File: src/include/mode_ctrl_pkg.sv
// Constants shared by the switch mode control block
package mode_ctrl_pkg;
  // Register byte offsets
  localparam logic [7:0] STATUS_OFS = 8'h00;
  localparam logic [7:0] COUNT_OFS = 8'h04;
  localparam logic [7:0] CTRL_OFS = 8'h08;
  // Control register fields and reset value
  localparam int CTRL_RUN_BIT = 0;
  localparam int CTRL_MRST_BIT = 1;
  localparam logic CTRL_RUN_RST = 1'b1;
  // Status register fields
  localparam int STAT_PARK_BIT = 8;
  localparam int STAT_FLOAT_BIT = 9;
  // Mode switch bit positions
  localparam int SW_FLOAT = 0;
  localparam int SW_HALT = 1;
  localparam int SW_COMP = 2;
  localparam int SW_FLIP = 3;
  localparam int SW_RTYPE_LO = 4;
  localparam int SW_ROWMODE = 6;
  localparam int SW_WDT = 7;
  localparam int SW_BITS = 8;
  localparam logic [1:0] RTYPE_DUAL = 2'h1;
  // Widths
  localparam int PAT_W = 27;
  localparam int CHAN_W = 16;
  localparam int CHANS = 4;
  // AXI responses
  localparam logic [1:0] RESP_OKAY = 2'h0;
  localparam logic [1:0] RESP_SLVERR = 2'h2;
  // Timing
  localparam int CLK_HZ = 20_000_000;
  localparam int DEBOUNCE_US = 4000;
  localparam int DEBOUNCE_CYC = DEBOUNCE_US * (CLK_HZ / 1_000_000);
  localparam int WDT_S = 10;
  localparam int WDT_CYC = WDT_S * CLK_HZ;
  // Park command sequence states
  typedef enum logic [1:0] {
    PK_IDLE = 2'b00,
    PK_RESET = 2'b01,
    PK_FLOAT = 2'b10,
    PK_PARKED = 2'b11
  } park_state_e;
endpackage

File: src/switch_mode_control.sv
// Switch mode control: debounced switches drive controller modes and channels
`timescale 1ns/1ps
`default_nettype none
module switch_mode_control
  import mode_ctrl_pkg::*;
#(
  parameter int DEB_CYC = mode_ctrl_pkg::DEBOUNCE_CYC,
  parameter int WDT_CYCLES = mode_ctrl_pkg::WDT_CYC
)(
  input wire logic clk,
  input wire logic sys_rst,
  input wire logic park_button_n,
  input wire logic [7:0] mode_switch_bank,
  input wire logic ref_clk_in,
  output logic ref_clk_out,
  output logic park_float_n,
  output logic bias_float,
  output logic watchdog_en_n,
  output logic mirror_reset_pulse,
  output logic row_addr_mode,
  output logic [1:0] block_mode,
  output logic two_block_reset_sel_n,
  output logic vertical_flip_out,
  output logic complement_out,
  output logic [15:0] chan_a_pos_bus,
  output logic [15:0] chan_a_neg_bus,
  output logic chan_a_pos_clock,
  output logic chan_a_neg_clock,
  output logic chan_a_pos_valid,
  output logic chan_a_neg_valid,
  output logic [15:0] chan_b_pos_bus,
  output logic [15:0] chan_b_neg_bus,
  output logic chan_b_pos_clock,
  output logic chan_b_neg_clock,
  output logic chan_b_pos_valid,
  output logic chan_b_neg_valid,
  output logic [15:0] chan_c_pos_bus,
  output logic [15:0] chan_c_neg_bus,
  output logic chan_c_pos_clock,
  output logic chan_c_neg_clock,
  output logic chan_c_pos_valid,
  output logic chan_c_neg_valid,
  output logic [15:0] chan_d_pos_bus,
  output logic [15:0] chan_d_neg_bus,
  output logic chan_d_pos_clock,
  output logic chan_d_neg_clock,
  output logic chan_d_pos_valid,
  output logic chan_d_neg_valid,
  input wire logic [7:0] s_axi_awaddr,
  input wire logic s_axi_awvalid,
  output logic s_axi_awready,
  input wire logic [31:0] s_axi_wdata,
  input wire logic [3:0] s_axi_wstrb,
  input wire logic s_axi_wvalid,
  output logic s_axi_wready,
  output logic [1:0] s_axi_bresp,
  output logic s_axi_bvalid,
  input wire logic s_axi_bready,
  input wire logic [7:0] s_axi_araddr,
  input wire logic s_axi_arvalid,
  output logic s_axi_arready,
  output logic [31:0] s_axi_rdata,
  output logic [1:0] s_axi_rresp,
  output logic s_axi_rvalid,
  input wire logic s_axi_rready
);
  localparam int NIN = SW_BITS + 1;
  localparam int DW = $clog2(DEB_CYC + 1);
  localparam int WW = $clog2(WDT_CYCLES + 1);

  // Counts the logic cannot serve are refused
  if (DEB_CYC < 2 || WDT_CYCLES < 2) begin : g_bad_param
    $error("DEB_CYC and WDT_CYCLES must be at least 2");
  end

  logic [NIN-1:0] raw_s1_r, raw_s2_r, deb_r;
  logic [DW-1:0] deb_cnt_r [NIN];
  logic [2:0] ref_sync_r;
  park_state_e park_st_r, park_st_nxt;
  logic [PAT_W-1:0] pat_cnt_r;
  logic [WW-1:0] wdt_cnt_r;
  logic run_r, sw_mrst_r;
  logic [CHAN_W-1:0] pos_bus_r [CHANS];
  logic [CHAN_W-1:0] neg_bus_r [CHANS];
  logic [CHANS-1:0] pos_clk_r, neg_clk_r, pos_val_r, neg_val_r;
  logic aw_held_r, w_held_r;
  logic [7:0] awaddr_r;
  logic [31:0] wdata_r;
  logic [3:0] wstrb_r;

  // Two flops on every pin before the debouncer looks at it
  always_ff @(posedge clk)
  begin
    raw_s1_r <= {~park_button_n, mode_switch_bank};
    raw_s2_r <= raw_s1_r;
    ref_sync_r <= {ref_sync_r[1:0], ref_clk_in};
  end

  // Per-input debounce: accept a new level only after DEB_CYC steady cycles
  for (genvar i = 0; i < NIN; i++) begin : g_deb
    always_ff @(posedge clk)
    begin
      if (sys_rst)
      begin
        deb_r[i] <= 1'b0;
        deb_cnt_r[i] <= '0;
      end
      else if (raw_s2_r[i] == deb_r[i])
        deb_cnt_r[i] <= '0; // Bounce restarts the wait
      else if (deb_cnt_r[i] == DW'(DEB_CYC - 1))
      begin
        deb_r[i] <= raw_s2_r[i];
        deb_cnt_r[i] <= '0;
      end
      else
        deb_cnt_r[i] <= deb_cnt_r[i] + 1'b1;
    end
  end

  wire [SW_BITS-1:0] sw_db = deb_r[SW_BITS-1:0];
  wire park_press = deb_r[SW_BITS];
  wire parked = (park_st_r != PK_IDLE);
  wire wdt_on = sw_db[SW_WDT];
  wire wdt_fire = wdt_on && (wdt_cnt_r == WW'(WDT_CYCLES - 1));
  wire park_rst = (park_st_r == PK_RESET);
  wire mrst_any = wdt_fire || sw_mrst_r || park_rst;
  wire count_en = run_r && !sw_db[SW_HALT] && !parked;
  wire stream_on = count_en && !sw_db[SW_FLOAT];

  // Park sequence: one mirror reset, then float, then stay parked
  always_comb
  begin
    case (park_st_r)
      PK_IDLE: park_st_nxt = park_press ? PK_RESET : PK_IDLE;
      PK_RESET: park_st_nxt = PK_FLOAT;
      PK_FLOAT: park_st_nxt = PK_PARKED;
      PK_PARKED: park_st_nxt = PK_PARKED; // Only reset leaves it
      default: park_st_nxt = PK_IDLE;
    endcase
  end

  // Modes, watchdog and pattern counter; sys_rst stands in for power cycling
  always_ff @(posedge clk)
  begin
    if (sys_rst)
    begin
      park_st_r <= PK_IDLE;
      pat_cnt_r <= '0;
      wdt_cnt_r <= '0;
      park_float_n <= 1'b1;
      bias_float <= 1'b0;
      watchdog_en_n <= 1'b1;
      mirror_reset_pulse <= 1'b0;
      row_addr_mode <= 1'b0;
      block_mode <= 2'h0;
      two_block_reset_sel_n <= 1'b1;
      vertical_flip_out <= 1'b0;
      complement_out <= 1'b0;
      ref_clk_out <= 1'b0;
    end
    else
    begin
      park_st_r <= park_st_nxt;
      if (count_en)
        pat_cnt_r <= pat_cnt_r + 1'b1; // Frozen while halted
      // Any mirror reset restarts the interval
      wdt_cnt_r <= (mrst_any || !wdt_on) ? '0 : wdt_cnt_r + 1'b1;
      park_float_n <= !(park_st_r == PK_FLOAT || park_st_r == PK_PARKED);
      bias_float <= sw_db[SW_FLOAT];
      watchdog_en_n <= !wdt_on;
      mirror_reset_pulse <= mrst_any;
      row_addr_mode <= sw_db[SW_ROWMODE];
      block_mode <= sw_db[SW_RTYPE_LO +: 2];
      two_block_reset_sel_n <= (sw_db[SW_RTYPE_LO +: 2] != RTYPE_DUAL);
      vertical_flip_out <= sw_db[SW_FLIP];
      complement_out <= sw_db[SW_COMP];
      ref_clk_out <= ref_sync_r[1];
    end
  end

  // Channel drivers: a data word per clock, link clock toggles every cycle
  for (genvar c = 0; c < CHANS; c++) begin : g_chan
    always_ff @(posedge clk)
    begin
      if (sys_rst)
      begin
        pos_bus_r[c] <= '0;
        neg_bus_r[c] <= '1;
        pos_clk_r[c] <= 1'b0;
        neg_clk_r[c] <= 1'b1;
        pos_val_r[c] <= 1'b0;
        neg_val_r[c] <= 1'b1;
      end
      else
      begin
        pos_bus_r[c] <= pat_cnt_r[CHAN_W-1:0] ^ {4{4'(c)}};
        neg_bus_r[c] <= ~(pat_cnt_r[CHAN_W-1:0] ^ {4{4'(c)}});
        pos_clk_r[c] <= ~pos_clk_r[c];
        neg_clk_r[c] <= pos_clk_r[c];
        pos_val_r[c] <= stream_on;
        neg_val_r[c] <= !stream_on;
      end
    end
  end

  assign chan_a_pos_bus = pos_bus_r[0];
  assign chan_a_neg_bus = neg_bus_r[0];
  assign chan_a_pos_clock = pos_clk_r[0];
  assign chan_a_neg_clock = neg_clk_r[0];
  assign chan_a_pos_valid = pos_val_r[0];
  assign chan_a_neg_valid = neg_val_r[0];
  assign chan_b_pos_bus = pos_bus_r[1];
  assign chan_b_neg_bus = neg_bus_r[1];
  assign chan_b_pos_clock = pos_clk_r[1];
  assign chan_b_neg_clock = neg_clk_r[1];
  assign chan_b_pos_valid = pos_val_r[1];
  assign chan_b_neg_valid = neg_val_r[1];
  assign chan_c_pos_bus = pos_bus_r[2];
  assign chan_c_neg_bus = neg_bus_r[2];
  assign chan_c_pos_clock = pos_clk_r[2];
  assign chan_c_neg_clock = neg_clk_r[2];
  assign chan_c_pos_valid = pos_val_r[2];
  assign chan_c_neg_valid = neg_val_r[2];
  assign chan_d_pos_bus = pos_bus_r[3];
  assign chan_d_neg_bus = neg_bus_r[3];
  assign chan_d_pos_clock = pos_clk_r[3];
  assign chan_d_neg_clock = neg_clk_r[3];
  assign chan_d_pos_valid = pos_val_r[3];
  assign chan_d_neg_valid = neg_val_r[3];

  // Register decode; only the low lane holds control bits
  wire wr_go = aw_held_r && w_held_r && !s_axi_bvalid;
  wire wr_ctrl = wr_go && (awaddr_r == CTRL_OFS) && wstrb_r[0];
  wire wr_hit = (awaddr_r == CTRL_OFS) || (awaddr_r == STATUS_OFS)
    || (awaddr_r == COUNT_OFS);
  wire rd_go = s_axi_arvalid && s_axi_arready;
  wire rd_hit = (s_axi_araddr == CTRL_OFS) || (s_axi_araddr == STATUS_OFS)
    || (s_axi_araddr == COUNT_OFS);
  wire [31:0] stat_word = {22'h0, bias_float, parked, sw_db};
  wire [31:0] rd_word = (s_axi_araddr == STATUS_OFS) ? stat_word
    : (s_axi_araddr == COUNT_OFS) ? {5'h0, pat_cnt_r}
    : (s_axi_araddr == CTRL_OFS) ? {31'h0, run_r} : 32'h0000_0000;

  // AXI4-Lite slave: address and data taken in either order, one at a time
  always_ff @(posedge clk)
  begin
    if (sys_rst)
    begin
      aw_held_r <= 1'b0;
      w_held_r <= 1'b0;
      awaddr_r <= 8'h00;
      wdata_r <= 32'h0000_0000;
      wstrb_r <= 4'h0;
      s_axi_awready <= 1'b0;
      s_axi_wready <= 1'b0;
      s_axi_bvalid <= 1'b0;
      s_axi_bresp <= RESP_OKAY;
      s_axi_arready <= 1'b0;
      s_axi_rvalid <= 1'b0;
      s_axi_rresp <= RESP_OKAY;
      s_axi_rdata <= 32'h0000_0000;
      run_r <= CTRL_RUN_RST;
      sw_mrst_r <= 1'b0;
    end
    else
    begin
      s_axi_awready <= !aw_held_r && !(s_axi_awvalid && s_axi_awready);
      s_axi_wready <= !w_held_r && !(s_axi_wvalid && s_axi_wready);
      if (s_axi_awvalid && s_axi_awready)
      begin
        aw_held_r <= 1'b1;
        awaddr_r <= s_axi_awaddr;
      end
      if (s_axi_wvalid && s_axi_wready)
      begin
        w_held_r <= 1'b1;
        wdata_r <= s_axi_wdata;
        wstrb_r <= s_axi_wstrb;
      end
      sw_mrst_r <= wr_ctrl && wdata_r[CTRL_MRST_BIT];
      if (wr_ctrl)
        run_r <= wdata_r[CTRL_RUN_BIT];
      if (wr_go)
      begin
        aw_held_r <= 1'b0;
        w_held_r <= 1'b0;
        s_axi_bvalid <= 1'b1;
        s_axi_bresp <= wr_hit ? RESP_OKAY : RESP_SLVERR;
      end
      else if (s_axi_bready)
        s_axi_bvalid <= 1'b0;
      // Read accepted only while no answer is pending
      s_axi_arready <= !s_axi_rvalid && !rd_go;
      if (rd_go)
      begin
        s_axi_rvalid <= 1'b1;
        s_axi_rdata <= rd_word;
        s_axi_rresp <= rd_hit ? RESP_OKAY : RESP_SLVERR;
      end
      else if (s_axi_rready)
        s_axi_rvalid <= 1'b0;
    end
  end
endmodule
`default_nettype wire

File: config.mk
export PLATFORM = sky130hd
export DESIGN_NAME = switch_mode_control
export DESIGN_NICKNAME = d
export VERILOG_FILES = /design/src/include/mode_ctrl_pkg.sv /design/src/switch_mode_control.sv
export SDC_FILE = /design/constraint.sdc
export NUM_CORES = 1
export LEC_CHECK = 0
export BUFFER_PORTS_ARGS = -buffer_cell sky130_fd_sc_hd__clkbuf_2
export CAP_MARGIN = 20
export CORE_MARGIN = 4
export CORE_UTILIZATION = 38
export CTS_CLUSTER_DIAMETER = 150
export DETAILED_ROUTE_END_ITERATION = 7
export HOLD_SLACK_MARGIN = 0.08
export SLEW_MARGIN = 5
export SYNTH_ARGS = -nofsm -noshare
export SYNTH_HDL_FRONTEND = slang
export SYNTH_SLANG_ARGS = --single-unit
File: constraint.sdc
create_clock -name clk -period 2.9 [get_ports clk]
set_input_delay 0.435 -clock clk [delete_from_list [all_inputs] [get_ports clk]]
set_output_delay 0.435 -clock clk [all_outputs]
set_load 0.05 [all_outputs]
==> flow_summary.ini <==
[synth]
synth_top_family_by_area = simple AND/OR/NAND/NOR gates
synth.distinct_cells = 58
synth_mux_area_frac = 0.00763
synth_simple_gate_area_share = 0.221
synth-seq-area-share = 0.540
synth-compound-area-share = 0.0696
ys.flop_type = dfxtp_1
synth-async-reset-ratio = 0
ys_warn_count = 0
syn_avg_cell_area_sq_um = 10.0
synth_cells = 1604
synth-seq-cells = 357
synth_xor_area_frac = 0.0780
synth_area_sq_mm = 0.0161
synthAdderAreaFrac = 0.00857
synth-edff-count = 153

[die]
fp.dieH_um = 214
die_w_um = 214
rows = 75
coreArea_sq_mm = 0.0419
dieArea_sq_mm = 0.0456
io_pins = 265
initial_core_util = 0.384

[setup_path]
start_kind = flip-flop
reg2reg_depth = 6
cpLargestDelayFamily = compound AO/OA/AOI/OAI gates
ff2ff_setup_slack_ns = 0.58
cp_slowest_cell = o31ai_2
path_max_fanout = 16
crit_required_ns = 3.32
r2r_end = wdt_cnt_r[24]
path_class = flip-flop to flip-flop
critical_path.max_stage_delay_ns = 0.77
r2r_start = wdt_cnt_r[0]
crit_buf_inv = 1
crit_path_end_kind = flip-flop
arrival_ns = 2.74
path_cells = ha_1 > and4_1 > nand2_1 > o31ai_2 > buf_4 > a21oi_1

[placed_design]
hpwl_mm = 24.8
gp_congestion = 0.799
place_ws_ns = 0.557
port_buffers = 224

[route]
dr.pass1.iters = 4
drcViolationCount = 0
routed_wl_mm = 34.3
detail-route-antenna-nets = 0
vias_per_cell = 4.83
vias = 12000
wl_per_cell_um = 13.8
first_iter_violations = 585

[timing]
worst_slack_ns = 0.579
final-setup-viol-count = 0
fin_crit_sh = 0.800
final_hold_viol_count = 0
tightest_slew_ns = 0.910
period_minus_slack_ns = 2.32
maxSlewHeadroom = 0.392
rsz0062_at_grt = false
setup_tns_ns = 0
final_max_slew_viol_count = 0
final.setup_skew_ns = 0.0175
fmax_ghz = 0.431

[clock_tree]
clkTransAtPathRegs_ns = 0.06
cts_sinks = 357
cts_root_buf = clkbuf_16
numCtsBuffers = 41
cts_max_level = 2
cts_tree = yes
clockBufferDepth = 3
clock_latency_ns = 0.55
post_cts_buffers = 0

[finish]
antenna_cells = 0
drive_gt1_frac = 0.183
fillCellCount = 3986
nNetsFinal = 1993
syn_to_final_growth_pct = 19.7

[power]
power_w = 0.0116
max-vdd-ir-drop_mv = 0.376
p_leak_nw = 7.43
cellPowerDensity_mw_per_mm2 = 603

[grt]
grt_pass1_vias = 11100
grt_max_degree = 37
grt_overflow = 0
grt_pass1_wl_mm = 55.4
grt.total_usage = 0.147
antenna_found_initial = 0

[job]
drv_cap = 0

[worst_hold_path]
hp-class = input port to flip-flop
whs_path_depth = 3
hold_end = awaddr_r[1]
hp-start = s_axi_awaddr[1]

[status]
status = complete, no violations
==> registers in the layout, indices dropped and copies added, names as in the netlist, 2 cells and up <==
register     cells
park_st_r        2
pat_cnt_r       27
deb_r            7
neg_bus_r       24
raw_s2_r         9
s_axi_rdata     27
raw_s1_r         9
awaddr_r         8
wdt_cnt_r       28
block_mode       2
pos_bus_r       24
wdata_r          2
deb_cnt_r      153
ref_sync_r       2
==> how the worst max path moves through the flow <==
| stage | startpoint | slack (ns) | cells past startpoint | to |
|---|---|---|---|---|
| after detailed placement | wdt_cnt_r[0] | 0.56 | 6 | wdt_cnt_r[24] |
| after CTS | wdt_cnt_r[0] | 0.54 | 6 | wdt_cnt_r[11] |
| final | wdt_cnt_r[0] | 0.58 | 6 | wdt_cnt_r[24] |
| after floorplan | deb_cnt_r[6][0] | 0.85 | 7 | deb_cnt_r[6][10] |
| after global placement | wdt_cnt_r[0] | 0.62 | 6 | wdt_cnt_r[6] |
| after global routing | wdt_cnt_r[0] | 0.38 | 6 | wdt_cnt_r[12] |
==> placed cells by master (no fill, tap or decap), types with 12 or more instances in the layout <==
cell type        n
a21oi_1         78
and3_1          23
and4_1          12
buf_4           19
clkbuf_16       48
clkbuf_2       223
conb_1         160
dfxtp_1        204
dlygate4sd3_1   14
edfxtp_1       153
inv_1           73
nand2_1         81
nand2b_1        24
nand3_1         90
nand4_1         48
nor2_1         196
nor3_1          42
nor4_1          32
nor4b_1         12
o21ai_0         30
o31ai_1         24
or2_2           21
or3_1           27
or4_1           28
xnor2_1         91
xor2_1          52
==> worst reg2reg max path: cells and delay by family, from the launching register on <==
kind / cells / cell delay, ns
AO/OA/AOI/OAI: 2 / 0.84
AND/OR/NAND/NOR: 2 / 0.40
flip-flops: 1 / 0.37
buffers and inverters: 1 / 0.35
adder cells (fa/ha/maj): 1 / 0.23
==> power by group <==
| part | internal [W] | total, W | switching (W) |
|---|---|---|---|
| clock network | 0.00321 | 0.00525 | 0.00204 |
| registers | 0.00544 | 0.00561 | 0.000169 |
| logic | 0.000223 | 0.000730 | 0.000507 |
==> layer usage <==
metal  up-vias  track usage  routed length (um)
li1       6073            -                   -
met1      5603        0.189               15400
met2       254        0.247               16100
met3        55       0.0338                1780
met4         0       0.0459                 968
met5         -            0                   0
==> area by class of cell <==
class,instances,area (sq um),area share
clock buffer,64,1350,0.0702
timing repair buffer,256,1400,0.0728
clock inverter,10,65.1,0.00338
sequential,357,8680,0.451
inverter,73,274,0.0143
tap,539,674,0.0351
multi-input combinational,1184,6790,0.353
==> synthesized netlist by cell type, types with 40 or more instances <==
cell type  count  area share
xnor2_1       91       0.050
nand4_1       48       0.019
nand3_1       90       0.028
buf_4         93       0.043
xor2_1        52       0.028
dfxtp_1      204        0.25
nor3_1        42       0.013
a21oi_1       78       0.024
inv_1         73       0.017
edfxtp_1     153        0.29
nor2_1       196       0.046
clkbuf_1      40      0.0093
nand2_1       81       0.019
==> through the flow <==
step            util  cell area (sq um)  instances  hold WS [ns]
6_report       0.459              19200       2483         0.117
4_1_cts        0.459              19200       2483        0.0812
3_5_place_dp   0.422              17700       2395         0.315
5_1_grt        0.459              19200       2483         0.111
3_3_place_gp   0.422              17700       2395         0.313
2_1_floorplan      -              16700       1762         0.310
==> what timing repair did <==
action | CTS | global route
resized for setup | 0 | 0
endpoints found under the hold margin | 14 | 0
hold buffers | 14 | 0
==> logic make-up (layout without fill, tap and decap cells) <==
| group | after synthesis | count (layout) |
|---|---|---|
| adders and majority gates | 11 | 11 |
| muxes | 11 | 11 |
| DFF | 357 | 357 |
| AOI/OAI and AO/OA | 182 | 182 |
| and+or+nand+nor | 677 | 677 |
| xor gates and xnor gates | 143 | 143 |
| buffers and inverters | 221 | 403 |
| other | 2 | 160 |
Power figures use the tool's default switching activity.
